`src/inc/failsafe_map.svh`:
```
/*
 * Register offsets, field positions, reset values and timing figures of the
 * communication-loss fail-safe handler.
 * Assumes a 32-bit register port with byte addresses and word-aligned registers.
 */
`ifndef FAILSAFE_MAP_SVH
`define FAILSAFE_MAP_SVH

`define FS_OFS_CTRL      8'h00
`define FS_OFS_TIMEOUT   8'h04
`define FS_OFS_STATUS    8'h08
`define FS_OFS_MASK      8'h0C
`define FS_OFS_STATE     8'h10
`define FS_OFS_ACT_TMO   8'h14
`define FS_OFS_CRED      8'h18
`define FS_OFS_TABLE     8'h40

`define FS_CTRL_IDLE_ACT 0
`define FS_CTRL_REINIT   1

`define FS_ST_TIMEOUT    0
`define FS_ST_IDLE       1
`define FS_ST_DONE       2
`define FS_ST_LOGIN_FAIL 3
`define FS_ST_W          4

`define FS_TMO_DEFAULT   32'h0000_2710
`define FS_CRED_DEFAULT  32'h0000_0000
`define FS_TBL_ENTRIES   10
`define FS_CRED_MAX_LEN  80
`define FS_MS_NS         1000000
`define FS_CLK_NS        5
`define FS_CYC_PER_MS    (`FS_MS_NS / `FS_CLK_NS)

`endif

```
`src/inc/failsafe_pkg.sv`:
```
/*
 * Types shared by the fail-safe handler files.
 * Assumes nothing beyond a SystemVerilog compiler.
 */
package failsafe_pkg;
    typedef logic [15:0] word_t;
    typedef logic [31:0] reg_t;
    typedef enum logic [1:0] {ST_COPY, ST_RUN, ST_WALK_RD, ST_WALK_CHK} fs_state_t;
endpackage

```
`src/rtl/fs_table_mem.sv`:
```
/*
 * Small table of code/value words with a registered read port.
 * Assumes one clock, async active-high reset and a clock enable from the owner.
 */
`timescale 1ns/10ps
module fs_table_mem #(
    parameter int DEPTH = 10,
    parameter int AW    = 4
) (
    // Clock and reset
    input  wire logic                  core_clk,
    input  wire logic                  reset,
    input  wire logic                  ce,
    // Write port
    input  wire logic                  wr_en,
    input  wire logic [AW-1:0]         wr_addr,
    input  wire failsafe_pkg::reg_t    wr_data,
    // Read port
    input  wire logic [AW-1:0]         rd_addr,
    output failsafe_pkg::reg_t         rd_data
);
    import failsafe_pkg::*;

    reg_t mem_r [DEPTH];

    // Cleared at reset so every entry starts with an empty code
    always_ff @(posedge core_clk or posedge reset) begin
        if (reset) begin
            for (int i = 0; i < DEPTH; i++) begin
                mem_r[i] <= 32'h0000_0000;
            end
            rd_data <= 32'h0000_0000;
        end else if (ce) begin
            if (wr_en && (int'(wr_addr) < DEPTH)) begin
                mem_r[wr_addr] <= wr_data;
            end
            rd_data <= (int'(rd_addr) < DEPTH) ? mem_r[rd_addr] : 32'h0000_0000;
        end
    end
endmodule

```
`src/rtl/fs_pin_sync.sv`:
```
/*
 * Three-flop synchroniser for a pin level; the output moves only once the
 * second and third flops agree.
 * Assumes the pin is asynchronous to core_clk.
 */
`timescale 1ns/10ps
module fs_pin_sync (
    // Clock and reset
    input  wire logic core_clk,
    input  wire logic reset,
    input  wire logic ce,
    // Level in and out
    input  wire logic pin,
    output logic      level
);
    logic s1_r;
    logic s2_r;
    logic s3_r;
    logic level_nxt;

    always_comb begin
        level_nxt = (s2_r == s3_r) ? s3_r : level;
    end

    always_ff @(posedge core_clk or posedge reset) begin
        if (reset) begin
            s1_r  <= 1'b0;
            s2_r  <= 1'b0;
            s3_r  <= 1'b0;
            level <= 1'b0;
        end else if (ce) begin
            s1_r  <= pin;
            s2_r  <= s1_r;
            s3_r  <= s2_r;
            level <= level_nxt;
        end
    end
endmodule

```
`src/rtl/comm_loss_failsafe_handler.sv`:
```
/*
 * Communication-loss fail-safe handler: timeout watch, run/idle decode,
 * fail-safe table walk into the drive parameter space, boot-time load of
 * stored settings, credential checking and a register port with interrupt.
 * Assumes packet strobes come from network logic on core_clk, the reinit pin
 * is asynchronous, and the drive write port accepts one write per cycle.
 */
`timescale 1ns/10ps
`include "failsafe_map.svh"
module comm_loss_failsafe_handler #(
    parameter int CYC_PER_MS = `FS_CYC_PER_MS,
    parameter int ENTRIES    = `FS_TBL_ENTRIES
) (
    // Clock, reset, enable
    input  wire logic                  core_clk,
    input  wire logic                  reset,
    input  wire logic                  ce,
    // Register port
    input  wire logic [7:0]            addr,
    input  wire failsafe_pkg::reg_t    wdata,
    input  wire logic                  wr,
    input  wire logic                  rd,
    output failsafe_pkg::reg_t         rdata,
    output logic                       irq,
    // Received cyclic packets
    input  wire logic                  rx_valid,
    input  wire logic                  rx_hdr_en,
    input  wire failsafe_pkg::reg_t    rx_hdr,
    input  wire failsafe_pkg::word_t   rx_data,
    output failsafe_pkg::word_t        io_data,
    output logic                       run_flag,
    // Drive parameter writes
    output logic                       param_wr,
    output failsafe_pkg::word_t        param_code,
    output failsafe_pkg::word_t        param_val,
    // Reinit pin and boot state
    input  wire logic                  reinit_pin,
    output logic                       booted,
    // Login stream
    input  wire logic                  login_valid,
    input  wire logic [7:0]            login_char,
    input  wire logic                  login_sep,
    input  wire logic                  login_end,
    output logic                       login_ok
);
    import failsafe_pkg::*;

    localparam int AW = 4;

    fs_state_t  state_r, state_nxt;
    logic [AW-1:0] idx_r, idx_nxt;
    logic       cp_v_r, cp_v_nxt;
    reg_t       tmo_cfg_r, tmo_cfg_nxt, tmo_act_r, tmo_act_nxt;
    logic       idle_cfg_r, idle_cfg_nxt, idle_act_r, idle_act_nxt;
    logic [`FS_ST_W-1:0] status_r, status_nxt, mask_r, mask_nxt, st_set;
    reg_t       cred_r, cred_nxt, sig_r, sig_nxt;
    logic [6:0] len_r, len_nxt;
    logic       bad_r, bad_nxt;
    logic [31:0] pre_r, pre_nxt, elapsed_r, elapsed_nxt;
    logic       armed_r, armed_nxt, fired_r, fired_nxt, tick, tmo_evt;
    logic       idle_r, idle_nxt, idle_evt, walk_req_r, walk_req_nxt;
    logic       reinit_req_r, reinit_req_nxt, pin_lvl, pin_prev_r;
    logic       cfg_wr_seen_r, tbl_wr_seen_r;
    logic [1:0] loss_evt_r;
    reg_t       rdata_nxt, st_rd, act_rd;
    word_t      io_nxt, pcode_nxt, pval_nxt;
    logic       pwr_nxt, run_nxt, ok_nxt, alnum;
    logic       tbl_hit;
    logic [7:0] tbl_off;

    // Stored table written by software; active table loaded at boot
    assign tbl_off = addr - `FS_OFS_TABLE;
    assign tbl_hit = (addr >= `FS_OFS_TABLE) && (tbl_off[7:2] < 6'(ENTRIES))
                   && (tbl_off[1:0] == 2'b00);

    fs_table_mem #(.DEPTH(ENTRIES), .AW(AW)) u_stored (
        .core_clk (core_clk),
        .reset    (reset),
        .ce       (ce),
        .wr_en    (wr && tbl_hit),
        .wr_addr  (tbl_off[AW+1:2]),
        .wr_data  (wdata),
        .rd_addr  (idx_r),
        .rd_data  (st_rd)
    );

    fs_table_mem #(.DEPTH(ENTRIES), .AW(AW)) u_active (
        .core_clk (core_clk),
        .reset    (reset),
        .ce       (ce),
        .wr_en    (state_r == ST_COPY && cp_v_r),
        .wr_addr  (idx_r - 4'h1),
        .wr_data  (st_rd),
        .rd_addr  (idx_r),
        .rd_data  (act_rd)
    );

    fs_pin_sync u_pin (
        .core_clk (core_clk),
        .reset    (reset),
        .ce       (ce),
        .pin      (reinit_pin),
        .level    (pin_lvl)
    );

    // Timeout watch
    always_comb begin
        tick        = (pre_r == 32'(CYC_PER_MS - 1));
        pre_nxt     = tick ? 32'h0000_0000 : pre_r + 32'h0000_0001;
        elapsed_nxt = elapsed_r;
        armed_nxt   = armed_r | rx_valid;
        fired_nxt   = fired_r;
        tmo_evt     = 1'b0;
        if (rx_valid) begin
            pre_nxt     = 32'h0000_0000;
            elapsed_nxt = 32'h0000_0000;
            fired_nxt   = 1'b0;
        end else if (tick && armed_r && !fired_r && tmo_act_r != 32'h0000_0000) begin
            elapsed_nxt = elapsed_r + 32'h0000_0001;
            if (elapsed_nxt >= tmo_act_r) begin
                tmo_evt   = 1'b1;
                fired_nxt = 1'b1;
            end
        end
    end

    // Run/idle decode and held I/O data
    always_comb begin
        idle_nxt = idle_r;
        idle_evt = 1'b0;
        io_nxt   = io_data;
        run_nxt  = run_flag;
        if (rx_valid && rx_hdr_en) begin
            run_nxt  = rx_hdr[0];
            idle_nxt = !rx_hdr[0];
            idle_evt = !rx_hdr[0] && !idle_r;
        end
        // Idle packets never overwrite data, so fail-safe values are not undone
        if (rx_valid && !(rx_hdr_en && !rx_hdr[0])) begin
            io_nxt = rx_data;
        end
    end

    // Credential check: rolling signature keeps letter case distinct
    always_comb begin
        alnum   = (login_char >= 8'h30 && login_char <= 8'h39)
               || (login_char >= 8'h41 && login_char <= 8'h5A)
               || (login_char >= 8'h61 && login_char <= 8'h7A);
        sig_nxt = sig_r;
        len_nxt = len_r;
        bad_nxt = bad_r;
        ok_nxt  = 1'b0;
        if (login_valid) begin
            sig_nxt = {sig_r[30:0], sig_r[31]} ^ {24'h00_0000, login_char};
            len_nxt = len_r + 7'h01;
            bad_nxt = bad_r | !alnum | (len_r >= 7'(`FS_CRED_MAX_LEN));
        end
        if (login_sep) begin
            len_nxt = 7'h00;
        end
        if (login_end) begin
            ok_nxt  = !bad_r && (sig_r == cred_r);
            sig_nxt = 32'h0000_0000;
            len_nxt = 7'h00;
            bad_nxt = 1'b0;
        end
    end

    // Sequencer, registers and interrupt
    always_comb begin
        state_nxt      = state_r;
        idx_nxt        = idx_r;
        cp_v_nxt       = 1'b0;
        tmo_cfg_nxt    = tmo_cfg_r;
        idle_cfg_nxt   = idle_cfg_r;
        tmo_act_nxt    = tmo_act_r;
        idle_act_nxt   = idle_act_r;
        mask_nxt       = mask_r;
        cred_nxt       = cred_r;
        pwr_nxt        = 1'b0;
        pcode_nxt      = param_code;
        pval_nxt       = param_val;
        st_set         = '0;
        walk_req_nxt   = walk_req_r;
        reinit_req_nxt = reinit_req_r | (pin_lvl && !pin_prev_r);
        rdata_nxt      = 32'h0000_0000;
        st_set[`FS_ST_TIMEOUT]    = tmo_evt;
        st_set[`FS_ST_IDLE]       = idle_evt;
        st_set[`FS_ST_LOGIN_FAIL] = login_end && !ok_nxt;
        unique case (state_r)
            ST_COPY: begin
                idx_nxt  = idx_r + 4'h1;
                cp_v_nxt = (int'(idx_r) < ENTRIES);
                if (int'(idx_r) == ENTRIES) begin
                    tmo_act_nxt  = tmo_cfg_r;
                    idle_act_nxt = idle_cfg_r;
                    state_nxt    = ST_RUN;
                end
            end
            ST_RUN: begin
                idx_nxt = 4'h0;
                if (walk_req_r) begin
                    walk_req_nxt = 1'b0;
                    state_nxt    = ST_WALK_RD;
                end else if (reinit_req_r) begin
                    // A pin edge in the cycle the request is taken still counts
                    reinit_req_nxt = pin_lvl && !pin_prev_r;
                    state_nxt      = ST_COPY;
                end
            end
            ST_WALK_RD: state_nxt = ST_WALK_CHK;
            ST_WALK_CHK: begin
                if (act_rd[31:16] != 16'h0000) begin
                    pwr_nxt   = 1'b1;
                    pcode_nxt = act_rd[31:16];
                    pval_nxt  = act_rd[15:0];
                end
                idx_nxt   = idx_r + 4'h1;
                state_nxt = ST_WALK_RD;
                if (int'(idx_r) == ENTRIES - 1) begin
                    st_set[`FS_ST_DONE] = 1'b1;
                    state_nxt           = ST_RUN;
                end
            end
        endcase
        // A trigger in the cycle the walk starts is kept, not lost
        if (tmo_evt || (idle_evt && idle_act_r)) begin
            walk_req_nxt = 1'b1;
        end
        if (wr) begin
            unique case (addr)
                `FS_OFS_CTRL: begin
                    idle_cfg_nxt   = wdata[`FS_CTRL_IDLE_ACT];
                    reinit_req_nxt = reinit_req_nxt | wdata[`FS_CTRL_REINIT];
                end
                `FS_OFS_TIMEOUT: tmo_cfg_nxt = wdata;
                `FS_OFS_MASK:    mask_nxt    = wdata[`FS_ST_W-1:0];
                `FS_OFS_CRED:    cred_nxt    = wdata;
                default: ;
            endcase
        end
        status_nxt = status_r;
        if (wr && addr == `FS_OFS_STATUS) begin
            status_nxt = status_r & ~wdata[`FS_ST_W-1:0];
        end
        status_nxt = status_nxt | st_set;
        if (rd) begin
            unique case (addr)
                `FS_OFS_CTRL:    rdata_nxt = {31'h0000_0000, idle_cfg_r};
                `FS_OFS_TIMEOUT: rdata_nxt = tmo_cfg_r;
                `FS_OFS_STATUS:  rdata_nxt = {28'h000_0000, status_r};
                `FS_OFS_MASK:    rdata_nxt = {28'h000_0000, mask_r};
                `FS_OFS_STATE:   rdata_nxt = {26'h000_0000, idle_act_r, walk_req_r,
                                              reinit_req_r, run_flag, fired_r, booted};
                `FS_OFS_ACT_TMO: rdata_nxt = tmo_act_r;
                default:         rdata_nxt = 32'h0000_0000;
            endcase
        end
    end

    always_ff @(posedge core_clk or posedge reset) begin
        if (reset) begin
            state_r       <= ST_COPY;
            idx_r         <= 4'h0;
            cp_v_r        <= 1'b0;
            tmo_cfg_r     <= `FS_TMO_DEFAULT;
            tmo_act_r     <= `FS_TMO_DEFAULT;
            idle_cfg_r    <= 1'b0;
            idle_act_r    <= 1'b0;
            status_r      <= '0;
            mask_r        <= '0;
            cred_r        <= `FS_CRED_DEFAULT;
            sig_r         <= 32'h0000_0000;
            len_r         <= 7'h00;
            bad_r         <= 1'b0;
            pre_r         <= 32'h0000_0000;
            elapsed_r     <= 32'h0000_0000;
            armed_r       <= 1'b0;
            fired_r       <= 1'b0;
            idle_r        <= 1'b0;
            walk_req_r    <= 1'b0;
            reinit_req_r  <= 1'b0;
            pin_prev_r    <= 1'b0;
            cfg_wr_seen_r <= 1'b0;
            tbl_wr_seen_r <= 1'b0;
            loss_evt_r    <= 2'h0;
            rdata         <= 32'h0000_0000;
            irq           <= 1'b0;
            io_data       <= 16'h0000;
            run_flag      <= 1'b0;
            param_wr      <= 1'b0;
            param_code    <= 16'h0000;
            param_val     <= 16'h0000;
            booted        <= 1'b0;
            login_ok      <= 1'b0;
        end else if (ce) begin
            state_r       <= state_nxt;
            idx_r         <= idx_nxt;
            cp_v_r        <= cp_v_nxt;
            tmo_cfg_r     <= tmo_cfg_nxt;
            tmo_act_r     <= tmo_act_nxt;
            idle_cfg_r    <= idle_cfg_nxt;
            idle_act_r    <= idle_act_nxt;
            status_r      <= status_nxt;
            mask_r        <= mask_nxt;
            cred_r        <= cred_nxt;
            sig_r         <= sig_nxt;
            len_r         <= len_nxt;
            bad_r         <= bad_nxt;
            pre_r         <= pre_nxt;
            elapsed_r     <= elapsed_nxt;
            armed_r       <= armed_nxt;
            fired_r       <= fired_nxt;
            idle_r        <= idle_nxt;
            walk_req_r    <= walk_req_nxt;
            reinit_req_r  <= reinit_req_nxt;
            pin_prev_r    <= pin_lvl;
            cfg_wr_seen_r <= cfg_wr_seen_r | (wr && addr == `FS_OFS_TIMEOUT);
            tbl_wr_seen_r <= tbl_wr_seen_r | (wr && tbl_hit);
            // Timeout events seen since the last packet, watched by one_event_a
            loss_evt_r    <= rx_valid ? 2'h0 : loss_evt_r + {1'b0, tmo_evt};
            rdata         <= rdata_nxt;
            irq           <= |(status_nxt & mask_nxt);
            io_data       <= io_nxt;
            run_flag      <= run_nxt;
            param_wr      <= pwr_nxt;
            param_code    <= pcode_nxt;
            param_val     <= pval_nxt;
            booted        <= (state_nxt != ST_COPY) | booted;
            login_ok      <= ok_nxt;
        end
    end
endmodule

```
`config.mk`:
```
export PLATFORM = sky130hd
export DESIGN_NAME = comm_loss_failsafe_handler
export DESIGN_NICKNAME = d
export VERILOG_FILES = /design/src/inc/failsafe_pkg.sv /design/src/rtl/fs_table_mem.sv /design/src/rtl/fs_pin_sync.sv /design/src/rtl/comm_loss_failsafe_handler.sv
export VERILOG_INCLUDE_DIRS = /design/src /design/src/inc
export SDC_FILE = /design/constraint.sdc
export NUM_CORES = 2
export LEC_CHECK = 0
export ABC_AREA = 1
export BUFFER_PORTS_ARGS = -buffer_cell sky130_fd_sc_hd__buf_2
export CORE_UTILIZATION = 30
export CTS_BUF_LIST = sky130_fd_sc_hd__clkbuf_16
export DETAILED_ROUTE_END_ITERATION = 6
export GPL_ROUTABILITY_DRIVEN = 1
export MAX_ROUTING_LAYER = met4
export PLACE_DENSITY = 0.52
export SYNTH_ARGS = -nofsm -noshare
export SYNTH_HDL_FRONTEND = slang
export SYNTH_SLANG_ARGS = --single-unit
export TNS_END_PERCENT = 1
```
`constraint.sdc`:
```
create_clock -name core_clk -period 44.5 [get_ports core_clk]
set_input_delay 6.675 -clock core_clk [delete_from_list [all_inputs] [get_ports core_clk]]
set_output_delay 6.675 -clock core_clk [all_outputs]
set_load 0.02 [all_outputs]
```
==> flow_summary.ini <==
[route]
post_drt_wl_per_cell_um = 18.7
drtIter0Drc = 3253
ant_nets = 0
drc = 0
routed_wl_um = 141000
viasPerCell = 4.94
vias = 37300
drt-pass1-iter-count = 5

[yosys]
synth_top_cell_by_area = dfrtp_1
ys_seq_area_share_pct = 55.3
async_flop_share_pct = 100
netlist_instances = 5455
synth_edf_count = 0
synth_fp_nets = 5609
yosysTopAreaCellShare_pct = 54.7
avgSynthCellArea_um2 = 8.43
ys_types = 50
syn_area_um2 = 46000
ys.flop_type = dfrtp_1
ys_warn_count = 0
synth_area_leaders = dfrtp_1 55%, o21ai_0 11%, nand2_1 9.2%
synth_seq_cells = 1016

[critical_path]
crit_path_end_kind = asynchronous set/reset pin
arrival_ns = 10.81
worstPathRequired_ns = 45.23
critical_path_peak_fanout = 161
path_class = in -> async
cp-start-kind = input port

[pwr]
powerDensity_nw_per_um2 = 53.3
ir_worst_vdd_v = 0.0000324
leakage_nw = 24.0

[floorplanning]
core_area_um2 = 152000
initial_core_util_pct = 30.3
dieArea_um2 = 155000
placementRows = 143
io_pins = 192
fp.dieH_um = 394
dieWidth_um = 394

[clock_tree]
cts_hold_buf = 0
post_cts_buffers = 0
cts_root_buf = clkbuf_16
path_clk_slew_ns = 0.06
cts_resized = 0
cts.sinks = 1016
cts.htree.levels = 3
cts_buffers = 108
cts_tree = yes
cts.path.max_buffers = 3
clock_latency_ns = 0.74

[global_route]
global_route.usage.met1_pct = 24.3
use_met2_pct = 29.7
grt_first_pass_wirelength_um = 218000
grt_start_max_net_pins = 200
first_global_vias = 35600
grt_use_met3_pct = 2.39
antenna_found_initial = 9
grt.busiest_layer = met2
grtUsageTotal_pct = 18.6
gr-total-overflow = 0

[placement]
place_congestion = 0.866
dp_hpwl_um = 84600
port_buffers = 160

[sta]
maxSlewHeadroom_pct = 22.2
rsz0062_at_grt = no
max_freq_mhz = 99.2
tightest_slew_ns = 1.16
report.final.slew_viol_count = 0
finalHoldViolations = 0
skew_ns = 0.0679
setup_tns_ns = 0
min_period_over_period_pct = 22.6
report.final.setup_viol = 0
period_needed_ns = 10.08
hold_slack_ns = 0.455

[layout]
nets = 5590
area_growth_pct = 13.1
final_common_cell = nand2_1
mostFrequentLayoutCells = 1121 x nand2_1, 1005 x o21ai_0, 1002 x dfrtp_1, 590 x nor2_1, 469 x inv_1
drive_above_1_share_pct = 7.87
fillers = 16000

[worst_hold_path]
hold_class = reg -> reg

[status]
run_status = complete, no violations

[job]
drv_cap = 0
==> power by group <==
part | switching, mW | total (mW) | internal, mW | leakage [nW]
logic | 0.506 | 0.720 | 0.214 | 9.01
registers | 0.0925 | 1.16 | 1.07 | 13.2
clock network | 0.390 | 0.889 | 0.498 | 1.80
==> registers in the layout (all words and copies together), names as in the netlist, 2 cells and up <==
register,count
cred_r,32
elapsed_r,32
idx_r,4
io_data,16
len_r,7
mask_r,4
param_code,16
param_val,16
pre_r,32
rdata,32
sig_r,32
state_r,2
status_r,4
tmo_act_r,32
tmo_cfg_r,32
u_active.mem_r,320
u_active.rd_data,32
u_stored.mem_r,320
u_stored.rd_data,32
==> synthesized netlist by cell type, types with 38 or more instances <==
master       n
nand3_1    145
buf_2       38
clkbuf_1   289
o211ai_1    62
dfrtp_1   1006
nor2_1     593
ha_1        47
inv_1      446
a21oi_1    227
o21ai_0   1005
xor2_1      49
o22ai_1     81
nor3_1      73
nand2_1   1129
==> per-stage QoR <==
stage | cells | power, mW | area, um2 | setup WS (ns) | utilization, %
after floorplan | 5455 | 1.65 | 46000 | 9.25 | -
after global placement | 7356 | 1.89 | 48600 | 33.40 | 31.9
after detailed placement | 7356 | 1.90 | 48600 | 33.41 | 31.9
after CTS | 7555 | 2.80 | 52000 | 34.18 | 34.2
after global routing | 7561 | 2.94 | 52000 | 33.71 | 34.2
final | 7562 | 2.77 | 52000 | 34.42 | 34.2
==> routing by layer <==
metal	wire length, um	vias up
met5	0	-
met4	4440	0
met3	6930	207
met2	66700	869
met1	63300	18300
li1	-	18000
==> critical path, stage by stage <==
cell	delay, ns
buf_2	0.13
inv_8	0.57
buf_4	0.81
buf_4	0.81
buf_4	0.78
buf_12	0.66
==> cell type report <==
type | instances | area (um2) | share of cell area [%]
diodes | 7 | 17.5 | 0.0337
clock buffers | 108 | 2700 | 5.19
clock inverters | 91 | 739 | 1.42
inverters | 450 | 1710 | 3.28
multi-input cells | 3642 | 17600 | 33.9
flip-flops and latches | 1016 | 25400 | 48.9
well taps | 2030 | 2540 | 4.88
repair buffers | 218 | 1270 | 2.44
==> worst paths after layout <==
path                                      startpoint                              end  slack (ns)  cells past startpoint
worst max-delay path                           reset             sig_r[5]$_DFFE_PP0P_       34.42                      6
worst min-delay path             armed_r$_DFFE_PP0P_              armed_r$_DFFE_PP0P_        0.46                      2
worst max register to register  idx_r[0]$_DFFE_PP0P_  u_active.mem_r[310]$_DFFE_PP0P_       40.20                     10
worst min register to register   armed_r$_DFFE_PP0P_              armed_r$_DFFE_PP0P_        0.46                      2
max in group core_clk                             ce         elapsed_r[4]$_DFFE_PP0P_       35.14                      6
min in group asynchronous                      reset   u_active.mem_r[22]$_DFFE_PP0P_        6.10                      2
==> kinds of logic (layout without fill, tap and decap cells) <==
kind of cell	Yosys count	count (layout)	synth area share [%]
and+or+nand+nor	2005	2005	17.5
AOI/OAI and AO/OA	1514	1514	17.8
DFF	1016	1016	55.3
buffers and inverters	797	867	6.61
xor gates and xnor gates	59	59	1.14
adders and majority gates	47	47	1.28
muxes	17	17	0.413
other	0	7	0
No activity file was read; power rests on OpenSTA's default activity.
